**config.mk**
```make
export PLATFORM = sky130hd
export DESIGN_NAME = root_port_error_pme_control
export DESIGN_NICKNAME = d
export VERILOG_FILES = /design/src/root_port_pkg.sv /design/src/pme_rid_mem.sv /design/src/err_severity_gate.sv /design/src/root_port_error_pme_control.sv
export SDC_FILE = /design/constraint.sdc
export NUM_CORES = 1
export LEC_CHECK = 0
export ABC_AREA = 1
export BUFFER_PORTS_ARGS = -buffer_cell sky130_fd_sc_hd__buf_2
export CAP_MARGIN = 40
export CORE_MARGIN = 1
export CORE_UTILIZATION = 40
export CTS_CLUSTER_SIZE = 24
export DETAILED_ROUTE_END_ITERATION = 8
export PLACE_DENSITY = 0.58
export SYNTH_ARGS = -nofsm -noshare
export SYNTH_HDL_FRONTEND = slang
export SYNTH_SLANG_ARGS = --single-unit
```
**constraint.sdc**
```tcl
create_clock -name mclk -period 3.2 [get_ports mclk]
set_input_delay 0.64 -clock mclk [delete_from_list [all_inputs] [get_ports mclk]]
set_output_delay 0.64 -clock mclk [all_outputs]
set_load 0.005 [all_outputs]
```
**src/root_port_pkg.sv**
```systemverilog
// Shared constants and types for the root-port error and power-event register block
package root_port_pkg;

   // ==========================================================
   // Register indexes (byte address is four times the index)
   localparam int BUS_ADDR_W = 10;
   localparam logic [7:0] IDX_CONTROL = 8'h1c;
   localparam logic [7:0] IDX_CAPS = 8'h1e;
   localparam logic [7:0] IDX_STATUS = 8'h20;
   localparam logic [9:0] ADDR_CONTROL = {IDX_CONTROL, 2'h0};
   localparam logic [9:0] ADDR_CAPS = {IDX_CAPS, 2'h0};
   localparam logic [9:0] ADDR_STATUS = {IDX_STATUS, 2'h0};

   // ==========================================================
   // Control field positions and reset value
   localparam int CTL_W = 5;
   localparam int CTL_SE_COR = 0;
   localparam int CTL_SE_NONFATAL = 1;
   localparam int CTL_SE_FATAL = 2;
   localparam int CTL_PME_IE = 3;
   localparam int CTL_CRS_VIS = 4;
   localparam logic [4:0] CONTROL_RESET = 5'h00;

   // ==========================================================
   // Capability and status field positions
   localparam int CAP_CRS_VIS = 0;
   localparam int RID_W = 16;
   localparam int STS_RID_LSB = 0;
   localparam int STS_PME = 16;
   localparam int STS_PENDING = 17;
   localparam logic [15:0] RID_RESET = 16'h0000;

   // ==========================================================
   // Error severities, one bit each in a severity vector
   localparam int SEV_W = 3;
   localparam int SEV_COR = 0;
   localparam int SEV_NONFATAL = 1;
   localparam int SEV_FATAL = 2;

   // ==========================================================
   // Bus timing and answers
   localparam int BUS_WAIT_CYCLES = 1;
   localparam logic [1:0] RESP_OKAY = 2'h0;
   localparam logic [1:0] RESP_DECODEERROR = 2'h3;
   localparam logic [31:0] READ_UNMAPPED = 32'h0000_0000;

   // ==========================================================
   // State machines
   typedef enum logic [1:0] {
      BUS_IDLE = 2'b01,
      BUS_ACK = 2'b10
   } bus_state_t;

   typedef enum logic [1:0] {
      PME_IDLE = 2'b01,
      PME_FETCH = 2'b10
   } pme_state_t;

endpackage

```
**src/pme_rid_mem.sv**
```systemverilog
// Small queue memory for pending power-event requester identities
`timescale 1ns/100ps
module pme_rid_mem #(
   parameter int DEPTH = 4,
   parameter int AW = 2,
   parameter int W = 16
) (
   input wire logic mclk,
   input wire logic arst_n,
   input wire logic wr_en,
   input wire logic [AW-1:0] wr_addr,
   input wire logic [W-1:0] wr_data,
   input wire logic rd_en,
   input wire logic [AW-1:0] rd_addr,
   output logic [W-1:0] rd_data
);
   typedef struct packed {
      logic [DEPTH-1:0][W-1:0] mem;
      logic [W-1:0] rdata;
   } mem_state_t;

   mem_state_t cur;
   mem_state_t next_cur;

   // Write and registered read; a read returns the value before a same-edge write
   always_comb begin
      next_cur = cur;
      if (wr_en) begin
         next_cur.mem[wr_addr] = wr_data;
      end
      if (rd_en) begin
         next_cur.rdata = cur.mem[rd_addr];
      end
   end

   always_ff @(posedge mclk or negedge arst_n) begin
      if (!arst_n) begin
         cur <= '0;
      end else begin
         cur <= next_cur;
      end
   end

   assign rd_data = cur.rdata;
endmodule

```
**src/err_severity_gate.sv**
```systemverilog
// Severity-gated system error generation from hierarchy, port and integrated endpoints
`timescale 1ns/100ps
module err_severity_gate #(
   parameter bit EVENT_COLLECTOR = 1'b0
) (
   input wire logic mclk,
   input wire logic arst_n,
   input wire logic [root_port_pkg::SEV_W-1:0] enable,
   input wire logic [root_port_pkg::SEV_W-1:0] hier_err,
   input wire logic [root_port_pkg::SEV_W-1:0] port_err,
   input wire logic [root_port_pkg::SEV_W-1:0] rcie_err,
   output logic system_error,
   output logic [root_port_pkg::SEV_W-1:0] system_error_sev
);
   import root_port_pkg::*;

   typedef struct packed {
      logic sys_err;
      logic [SEV_W-1:0] sev;
   } gate_state_t;

   gate_state_t cur;
   gate_state_t next_cur;
   logic [SEV_W-1:0] seen;

   // Any source of a severity counts; integrated endpoints only in the collector build
   always_comb begin
      next_cur = cur;
      seen = hier_err | port_err | (EVENT_COLLECTOR ? rcie_err : '0);
      next_cur.sev = seen & enable;
      next_cur.sys_err = |(seen & enable);
   end

   always_ff @(posedge mclk or negedge arst_n) begin
      if (!arst_n) begin
         cur <= '0;
      end else begin
         cur <= next_cur;
      end
   end

   assign system_error = cur.sys_err;
   assign system_error_sev = cur.sev;
endmodule

```
**src/root_port_error_pme_control.sv**
```systemverilog
// Root-port control, capability and power-event status registers behind an Avalon-MM slave
//
// The implementer's own choice: the Avalon-MM interface to the registers.
`timescale 1ns/100ps
module root_port_error_pme_control #(
   parameter bit CRS_SUPPORTED = 1'b1,
   parameter bit EVENT_COLLECTOR = 1'b0,
   parameter int PME_DEPTH = 4
) (
   input wire logic mclk,
   input wire logic arst_n,
   input wire logic [root_port_pkg::BUS_ADDR_W-1:0] avs_address,
   input wire logic avs_read,
   input wire logic avs_write,
   input wire logic [31:0] avs_writedata,
   input wire logic [3:0] avs_byteenable,
   output logic [31:0] avs_readdata,
   output logic [1:0] avs_response,
   output logic avs_waitrequest,
   input wire logic [root_port_pkg::SEV_W-1:0] hier_err,
   input wire logic [root_port_pkg::SEV_W-1:0] port_err,
   input wire logic [root_port_pkg::SEV_W-1:0] rcie_err,
   output logic system_error,
   output logic [root_port_pkg::SEV_W-1:0] system_error_sev,
   input wire logic pme_msg_valid,
   input wire logic [root_port_pkg::RID_W-1:0] pme_msg_rid,
   output logic pme_dropped,
   output logic pme_interrupt,
   input wire logic crs_cpl_valid,
   output logic crs_to_software,
   output logic crs_retry_internal
);
   import root_port_pkg::*;

   // ==========================================================
   // Types and state
   // Pointers wrap at the depth; the count has a spare bit to tell full from empty
   localparam int AW = (PME_DEPTH > 1) ? $clog2(PME_DEPTH) : 1;
   localparam logic [AW:0] QUEUE_FULL = (AW+1)'(PME_DEPTH);
   localparam logic [AW-1:0] QUEUE_LAST = AW'(PME_DEPTH - 1);

   // Block state outside the error gate and queue memory in one register image
   typedef struct packed {
      bus_state_t bus;
      logic [31:0] rdata;
      logic [1:0] resp;
      logic [CTL_W-1:0] ctl;
      logic pme_status;
      logic [RID_W-1:0] pme_rid;
      pme_state_t pme;
      logic [AW-1:0] head;
      logic [AW-1:0] tail;
      logic [AW:0] count;
      logic pme_irq;
      logic pme_drop;
      logic crs_sw;
      logic crs_retry;
      logic out_of_reset;
   } state_t;

   // Registered image and its next value
   state_t cur;
   state_t next_cur;

   // Terms shared by the bus slave, the queue and the checks
   logic req;
   logic wr_now;
   logic w1c;
   logic pending;
   logic direct_load;
   logic push;
   logic fetch_start;
   logic fetch_done;
   logic [RID_W-1:0] mem_rdata;

   // Address match, shared by the read mux and the write decode
   function automatic logic hit(input logic [BUS_ADDR_W-1:0] a, input logic [BUS_ADDR_W-1:0] reg_addr);
      hit = (a[BUS_ADDR_W-1:2] == reg_addr[BUS_ADDR_W-1:2]);
   endfunction

   // Unmapped words answer with a decode error and read as zero
   function automatic logic mapped(input logic [BUS_ADDR_W-1:0] a);
      mapped = hit(a, ADDR_CONTROL) | hit(a, ADDR_CAPS) | hit(a, ADDR_STATUS);
   endfunction

   // ==========================================================
   // Bus handshake terms
   // One wait state: the request is seen, the answer is loaded, then released
   assign req = avs_read | avs_write;
   assign avs_waitrequest = req & (cur.bus != BUS_ACK);
   assign wr_now = avs_write & (cur.bus == BUS_ACK);
   assign w1c = wr_now & hit(avs_address, ADDR_STATUS) & avs_byteenable[2]
      & avs_writedata[STS_PME];

   // ==========================================================
   // Power-event queue terms
   // A fresh event bypasses the queue only when nothing is waiting, keeping order
   assign pending = cur.pme_status & (cur.count != '0);
   assign direct_load = pme_msg_valid & ~cur.pme_status & (cur.count == '0)
      & (cur.pme == PME_IDLE);
   assign push = pme_msg_valid & ~direct_load & (cur.count != QUEUE_FULL);
   assign fetch_start = (cur.pme == PME_IDLE) & ~cur.pme_status & (cur.count != '0);
   assign fetch_done = (cur.pme == PME_FETCH);

   // Queue memory reads through a register, so a fetch costs one extra cycle
   pme_rid_mem #(
      .DEPTH(PME_DEPTH),
      .AW(AW),
      .W(RID_W)
   ) u_queue (
      .mclk(mclk),
      .arst_n(arst_n),
      .wr_en(push),
      .wr_addr(cur.tail),
      .wr_data(pme_msg_rid),
      .rd_en(fetch_start),
      .rd_addr(cur.head),
      .rd_data(mem_rdata)
   );

   // Registered gate: system error lags its cause by one edge
   err_severity_gate #(
      .EVENT_COLLECTOR(EVENT_COLLECTOR)
   ) u_err_gate (
      .mclk(mclk),
      .arst_n(arst_n),
      .enable(cur.ctl[CTL_SE_FATAL:CTL_SE_COR]),
      .hier_err(hier_err),
      .port_err(port_err),
      .rcie_err(rcie_err),
      .system_error(system_error),
      .system_error_sev(system_error_sev)
   );

   // ==========================================================
   // Next-state logic
   always_comb begin
      next_cur = cur;
      next_cur.out_of_reset = 1'b1;

      // Bus slave: read data captured in the wait cycle, write applied at release
      unique case (cur.bus)
         BUS_IDLE: begin
            if (req) begin
               next_cur.bus = BUS_ACK;
               next_cur.resp = mapped(avs_address) ? RESP_OKAY : RESP_DECODEERROR;
               next_cur.rdata = READ_UNMAPPED;
               if (hit(avs_address, ADDR_CONTROL)) begin
                  next_cur.rdata[CTL_W-1:0] = cur.ctl;
               end else if (hit(avs_address, ADDR_CAPS)) begin
                  next_cur.rdata[CAP_CRS_VIS] = CRS_SUPPORTED;
               end else if (hit(avs_address, ADDR_STATUS)) begin
                  next_cur.rdata[STS_RID_LSB +: RID_W] = cur.pme_rid;
                  next_cur.rdata[STS_PME] = cur.pme_status;
                  next_cur.rdata[STS_PENDING] = pending;
               end
            end
         end
         BUS_ACK: begin
            next_cur.bus = BUS_IDLE;
         end
      endcase

      // Control write; retry visibility stays zero where unsupported
      if (wr_now && hit(avs_address, ADDR_CONTROL) && avs_byteenable[0]) begin
         next_cur.ctl = avs_writedata[CTL_W-1:0];
         next_cur.ctl[CTL_CRS_VIS] = avs_writedata[CTL_CRS_VIS] & CRS_SUPPORTED;
      end

      // Status clear comes first so that a hardware set in the same cycle wins
      if (w1c) begin
         next_cur.pme_status = 1'b0;
      end

      // Queue bookkeeping
      if (push) begin
         next_cur.tail = (cur.tail == QUEUE_LAST) ? '0 : cur.tail + 1'b1;
      end
      if (fetch_start) begin
         next_cur.head = (cur.head == QUEUE_LAST) ? '0 : cur.head + 1'b1;
      end
      next_cur.count = cur.count + (AW+1)'(push) - (AW+1)'(fetch_start);
      next_cur.pme_drop = pme_msg_valid & ~direct_load & ~push;

      // Delivery: straight in when idle, else from the queue after one read cycle
      unique case (cur.pme)
         PME_IDLE: begin
            if (direct_load) begin
               next_cur.pme_status = 1'b1;
               next_cur.pme_rid = pme_msg_rid;
            end else if (fetch_start) begin
               next_cur.pme = PME_FETCH;
            end
         end
         PME_FETCH: begin
            next_cur.pme = PME_IDLE;
            next_cur.pme_status = 1'b1;
            next_cur.pme_rid = mem_rdata;
         end
      endcase

      // Interrupt on delivery, or on enabling while status already stands
      next_cur.pme_irq = ((direct_load | fetch_done) & cur.ctl[CTL_PME_IE])
         | (~cur.ctl[CTL_PME_IE] & next_cur.ctl[CTL_PME_IE] & cur.pme_status);

      // Retry completions go to software or back to the port for reissue
      next_cur.crs_sw = crs_cpl_valid & cur.ctl[CTL_CRS_VIS];
      next_cur.crs_retry = crs_cpl_valid & ~cur.ctl[CTL_CRS_VIS];
   end

   // ==========================================================
   // State register
   // Asynchronous clear brings every enable up off and the queue empty
   always_ff @(posedge mclk or negedge arst_n) begin
      if (!arst_n) begin
         cur <= '0;
         cur.bus <= BUS_IDLE;
         cur.pme <= PME_IDLE;
         cur.ctl <= CONTROL_RESET;
         cur.pme_rid <= RID_RESET;
      end else begin
         cur <= next_cur;
      end
   end

   // Outputs straight from flip-flops
   assign avs_readdata = cur.rdata;
   assign avs_response = cur.resp;
   assign pme_interrupt = cur.pme_irq;
   assign pme_dropped = cur.pme_drop;
   assign crs_to_software = cur.crs_sw;
   assign crs_retry_internal = cur.crs_retry;

   // ==========================================================
   // Checks
   // Most checks look at the registered image one edge after its cause
   AST_SE_COR: assert property (@(posedge mclk) disable iff (!arst_n)
      (hier_err[SEV_COR] | port_err[SEV_COR]) && cur.ctl[CTL_SE_COR] |=> system_error && system_error_sev[SEV_COR])
      else $error("correctable error did not raise system error");

   AST_SE_NONFATAL: assert property (@(posedge mclk) disable iff (!arst_n)
      (hier_err[SEV_NONFATAL] | port_err[SEV_NONFATAL]) && cur.ctl[CTL_SE_NONFATAL]
      |=> system_error_sev[SEV_NONFATAL])
      else $error("non-fatal error did not raise system error");

   AST_SE_FATAL: assert property (@(posedge mclk) disable iff (!arst_n)
      (hier_err[SEV_FATAL] | port_err[SEV_FATAL]) && cur.ctl[CTL_SE_FATAL] |=> system_error_sev[SEV_FATAL])
      else $error("fatal error did not raise system error");

   AST_SE_QUIET: assert property (@(posedge mclk) disable iff (!arst_n)
      ((hier_err | port_err | (EVENT_COLLECTOR ? rcie_err : '0)) & cur.ctl[CTL_SE_FATAL:CTL_SE_COR]) == '0
      |=> !system_error)
      else $error("system error without an enabled source");

   AST_CTL_RESET: assert property (@(posedge mclk) disable iff (!arst_n)
      !cur.out_of_reset |-> cur.ctl == CONTROL_RESET && !cur.pme_status)
      else $error("control not clear after reset");

   AST_PME_IRQ: assert property (@(posedge mclk) disable iff (!arst_n)
      (direct_load | fetch_done) && cur.ctl[CTL_PME_IE] |=> pme_interrupt && cur.pme_status)
      else $error("no interrupt on event delivery");

   AST_PME_IRQ_LATE: assert property (@(posedge mclk) disable iff (!arst_n)
      $rose(cur.ctl[CTL_PME_IE]) && $past(cur.pme_status) |-> pme_interrupt)
      else $error("no interrupt when enabled with status set");

   AST_CRS_GATE: assert property (@(posedge mclk) disable iff (!arst_n)
      crs_to_software |-> $past(crs_cpl_valid) && $past(cur.ctl[CTL_CRS_VIS]))
      else $error("retry status passed while visibility disabled");

   AST_CRS_TIED: assert property (@(posedge mclk) disable iff (!arst_n)
      !CRS_SUPPORTED |-> !cur.ctl[CTL_CRS_VIS])
      else $error("retry visibility enable set without support");

   AST_CAPS: assert property (@(posedge mclk) disable iff (!arst_n)
      cur.bus == BUS_ACK && avs_read && hit(avs_address, ADDR_CAPS) |-> avs_readdata[CAP_CRS_VIS] == CRS_SUPPORTED)
      else $error("capability bit wrong");

   AST_RID_LOAD: assert property (@(posedge mclk) disable iff (!arst_n)
      direct_load |=> cur.pme_rid == $past(pme_msg_rid))
      else $error("requester identity not captured");

   AST_W1C_ZERO: assert property (@(posedge mclk) disable iff (!arst_n)
      cur.pme_status && wr_now && hit(avs_address, ADDR_STATUS) && !avs_writedata[STS_PME] |=> cur.pme_status)
      else $error("writing zero cleared event status");

   AST_RID_HOLD: assert property (@(posedge mclk) disable iff (!arst_n)
      cur.pme_status && !w1c |=> $stable(cur.pme_rid) && cur.pme_status)
      else $error("captured requester overwritten while status set");

   AST_PENDING: assert property (@(posedge mclk) disable iff (!arst_n)
      cur.bus == BUS_IDLE && avs_read && hit(avs_address, ADDR_STATUS) && pending
      |=> avs_readdata[STS_PENDING] && avs_readdata[STS_PME])
      else $error("pending bit not reported");

   AST_REDELIVER: assert property (@(posedge mclk) disable iff (!arst_n)
      w1c && cur.pme_status && cur.count != '0 |=> !cur.pme_status ##2 cur.pme_status)
      else $error("queued event not delivered after clear");

   AST_PENDING_CLEAR: assert property (@(posedge mclk) disable iff (!arst_n)
      cur.count == '0 |-> !pending)
      else $error("pending set with empty queue");

   AST_OVERFLOW: assert property (@(posedge mclk) disable iff (!arst_n)
      pme_msg_valid && cur.count == QUEUE_FULL && !fetch_start |=> pme_dropped && cur.count == QUEUE_FULL
      && $stable(cur.tail))
      else $error("full queue accepted or corrupted an entry");

   AST_CRS_WRITE: assert property (@(posedge mclk) disable iff (!arst_n)
      wr_now && hit(avs_address, ADDR_CONTROL) && avs_byteenable[0]
      |=> cur.ctl[CTL_CRS_VIS] == ($past(avs_writedata[CTL_CRS_VIS]) && CRS_SUPPORTED))
      else $error("retry visibility enable wrong after control write");

   AST_CRS_RETRY: assert property (@(posedge mclk) disable iff (!arst_n)
      crs_cpl_valid && !cur.ctl[CTL_CRS_VIS] |=> crs_retry_internal && !crs_to_software)
      else $error("retry status not kept inside while visibility disabled");

   AST_IRQ_STATUS: assert property (@(posedge mclk) disable iff (!arst_n)
      pme_interrupt |-> cur.pme_status)
      else $error("interrupt without event status");

   AST_DELIVER_RID: assert property (@(posedge mclk) disable iff (!arst_n)
      fetch_done |=> cur.pme_status && cur.pme_rid == $past(mem_rdata))
      else $error("queued requester not loaded on delivery");

   AST_QUEUE_BOUND: assert property (@(posedge mclk) disable iff (!arst_n)
      cur.count <= QUEUE_FULL)
      else $error("queue count beyond its depth");
endmodule

```
==> results.ini <==
[run_status]
status = finished, final reports clean

[clock_network]
clk_pin_slew_ns = 0.06
numCtsBuffers = 17
post_cts.repair.setup_buffers = 0
cts_tree = yes
ctsResizeCount = 0
cts_max_path_buffers = 2
cts_hold_buf = 0
htreeDepth = 4
clock_latency_ns = 0.42
clockRootBuffer = clkbuf_16
cts.sinks = 140

[power_and_ir_drop]
power_uw = 6850
leakage_uw = 0.00386
powerDensity_mw_per_mm2 = 911
ir_drop_uv = 499

[routing]
first_pass_iters = 4
ant_nets = 0
via_count = 5430
routed_wl_mm = 16.3
avgViaCountPerCell = 5.21
wl_per_cell_um = 15.6
initialDrtViolationCount = 398
drcViolationCount = 0

[worst_setup_path]
timing.rr.end = cur[7]$_DFF_PN0_
cp_max_fo = 8
cp-end-kind = flip-flop
arrival_ns = 2.54
slowest_delay_ns = 0.52
path_cells = inv_2 -> nor2_2 -> inv_2 -> nor2_4 -> nor2_4 -> nand2_1 -> ha_1 -> inv_1 -> ha_1 -> fa_1 -> xor2_1
cp.buffers_inverters = 3
crit_required_ns = 3.50
cp.depth = 11
worstSetupPathType = reg2reg
cp_top_family = adder cells
slowest_stage = dfstp_2
reg2reg_from = cur[12]$_DFFE_PN1P_
reg2regPathDepth = 11
r2r_slack_ns = 0.95
crit_path_start_kind = flip-flop

[yosys]
ys_ff_latch = 140
synthFlopType = dfrtp_1
syn_inst = 770
synth.distinct_cells = 31
synth_area_mm2 = 0.00659
synth_edf_count = 0
yosys.area.top_type = dfrtp_1
synth_top_cell_area_share_pct = 52.4
synthArstFlopShare_pct = 100
synth_common_cells = 227 x nand2_1, 138 x dfrtp_1, 70 x nand4_1
synth-seq-area-share_pct = 53.2
yosysMostFrequentCell = nand2_1
synthTopCellsByArea = dfrtp_1 52%, nand2_1 13%, nand4_1 6.6%
yosys_warnings = 0
syn_avg_cell_area_um2 = 8.56

[finish]
multi_input_area_mm2 = 0.00246
fin_cells = 1043
layout.area.seq_mm2 = 0.00351
fin_util_pct = 47.0
n_antenna_cell = 0
nets = 899
drive_gt1_share_pct = 16.1
nFillCells = 1570
area_growth_pct = 14.1

[die]
row_count = 46
dieArea_mm2 = 0.0170
coreArea_mm2 = 0.0160
io-pin-count = 120
die_y_um = 130
die_width_um = 130
initial_core_util_pct = 41.2

[timing]
fin_skew_ns = 0.00624
min_period_ns = 2.25
period_share_pct = 70.3
finalMaxSlewViolations = 0
setup_slack_ns = 0.951
fmax_mhz = 445
tns_ns = 0
hold_viol_final = 0
max_slew.worst_pin.slew_ns = 0.731
slew_headroom_pct = 51.2
finalSetupViolCount = 0
rsz0062_at_grt = false

[global_routing]
grt_usage_pct = 20.6
grt_first_pass_wirelength_mm = 26.7
grt_overflow_total = 0
grt_pass1_vias = 5210
grt_antenna_before_repair = 0
grt_max_degree = 75

[place]
preCtsSetupSlack_ns = 0.703
io_buffers = 72
dp.cells = 1011
hpwl_mm = 10.5
place_congestion = 0.808

[flow_run]
max_cap_viol_count = 0

[worst_hold_path]
hold_path.class = in2async

[metal layers]
layer | share of wire, % | track usage, %
met2 | 45 | 32.7
met1 | 46 | 27.7
met4 | 2.1 | 8.32
met5 | 0 | 0
met3 | 6.3 | 4.32
[layout by cell type, fill, tap and decap left out, types with 3 or more instances in the layout]
cell type    n
nand2_1    226
dfrtp_1    138
buf_2       71
nand4_1     70
o21ai_0     56
inv_1       54
nor2_1      49
nand3_1     25
clkbuf_16   17
o22ai_1     16
buf_4       16
conb_1      14
o221ai_1    13
o21ai_1     10
ha_1         7
inv_2        5
clkbuf_1     5
clkinv_2     4
nor2_4       3
a21oi_1      3
o211ai_1     3
clkbuf_8     3
[through the flow]
stage | hold slack (ns) | area [µm²]
6_report | 0.248 | 7520
5_1_grt | 0.302 | 7520
4_1_cts | 0.267 | 7520
3_5_place_dp | 0.461 | 6970
3_3_place_gp | 0.457 | 6970
2_1_floorplan | 0.344 | 6640
[worst reg2reg max path, delay by kind of cell (launching register included)]
kind          cells  cell delay (ns)
simple gates      4             0.55
flops             1             0.52
xor+xnor          1             0.17
buf+inv           3             0.18
fa+ha+maj         3             0.70
[flip-flops by register name (all words and copies together), names as in the netlist]
| signal | count |
|---|---|
| avs_readdata | 18 |
| pme_dropped | 1 |
| crs_to_software | 1 |
| pme_interrupt | 1 |
| u_err_gate.system_error_sev | 3 |
| u_queue.rd_data | 16 |
| crs_retry_internal | 1 |
| cur | 33 |
| u_queue.cur | 64 |
| avs_response | 1 |
| u_err_gate.system_error | 1 |
[final cells by class]
class                           instances  area share (%)
Multi-Input combinational cell        507            32.8
Sequential cell                       140            46.6
Inverter                               59            2.95
Tap cell                              216            3.59
Timing Repair Buffer                   89            6.74
Clock inverter                          7           0.882
Clock buffer                           25            6.46
[report_power, final]
group	internal, µW	switching [µW]	total (µW)
sequential	2410	302	2710
combinational	744	1560	2300
clock	1130	709	1840
[kinds of logic (layout without fill, tap and decap cells)]
kind of cell    Yosys count  count (layout)  synth area share [%]
compound gates          101             101                  8.83
other cells               1              14                0.0569
fa+ha+maj                 8               8                  1.63
buf+inv                 136             180                  10.3
flops                   140             140                  53.2
simple gates            382             382                  25.7
xor+xnor                  2               2                 0.266
[how the worst max path moves through the flow]
stage                                    from          endpoint  slack, ns
after floorplan                 pme_msg_valid  cur[7]$_DFF_PN0_       0.81
after global placement          pme_msg_valid  cur[7]$_DFF_PN0_       0.75
after detailed placement        pme_msg_valid  cur[7]$_DFF_PN0_       0.70
after CTS                 cur[12]$_DFFE_PN1P_  cur[7]$_DFF_PN0_       0.94
after global routing      cur[12]$_DFFE_PN1P_  cur[7]$_DFF_PN0_       0.79
final                     cur[12]$_DFFE_PN1P_  cur[7]$_DFF_PN0_       0.95
Power figures use the tool's default switching activity.
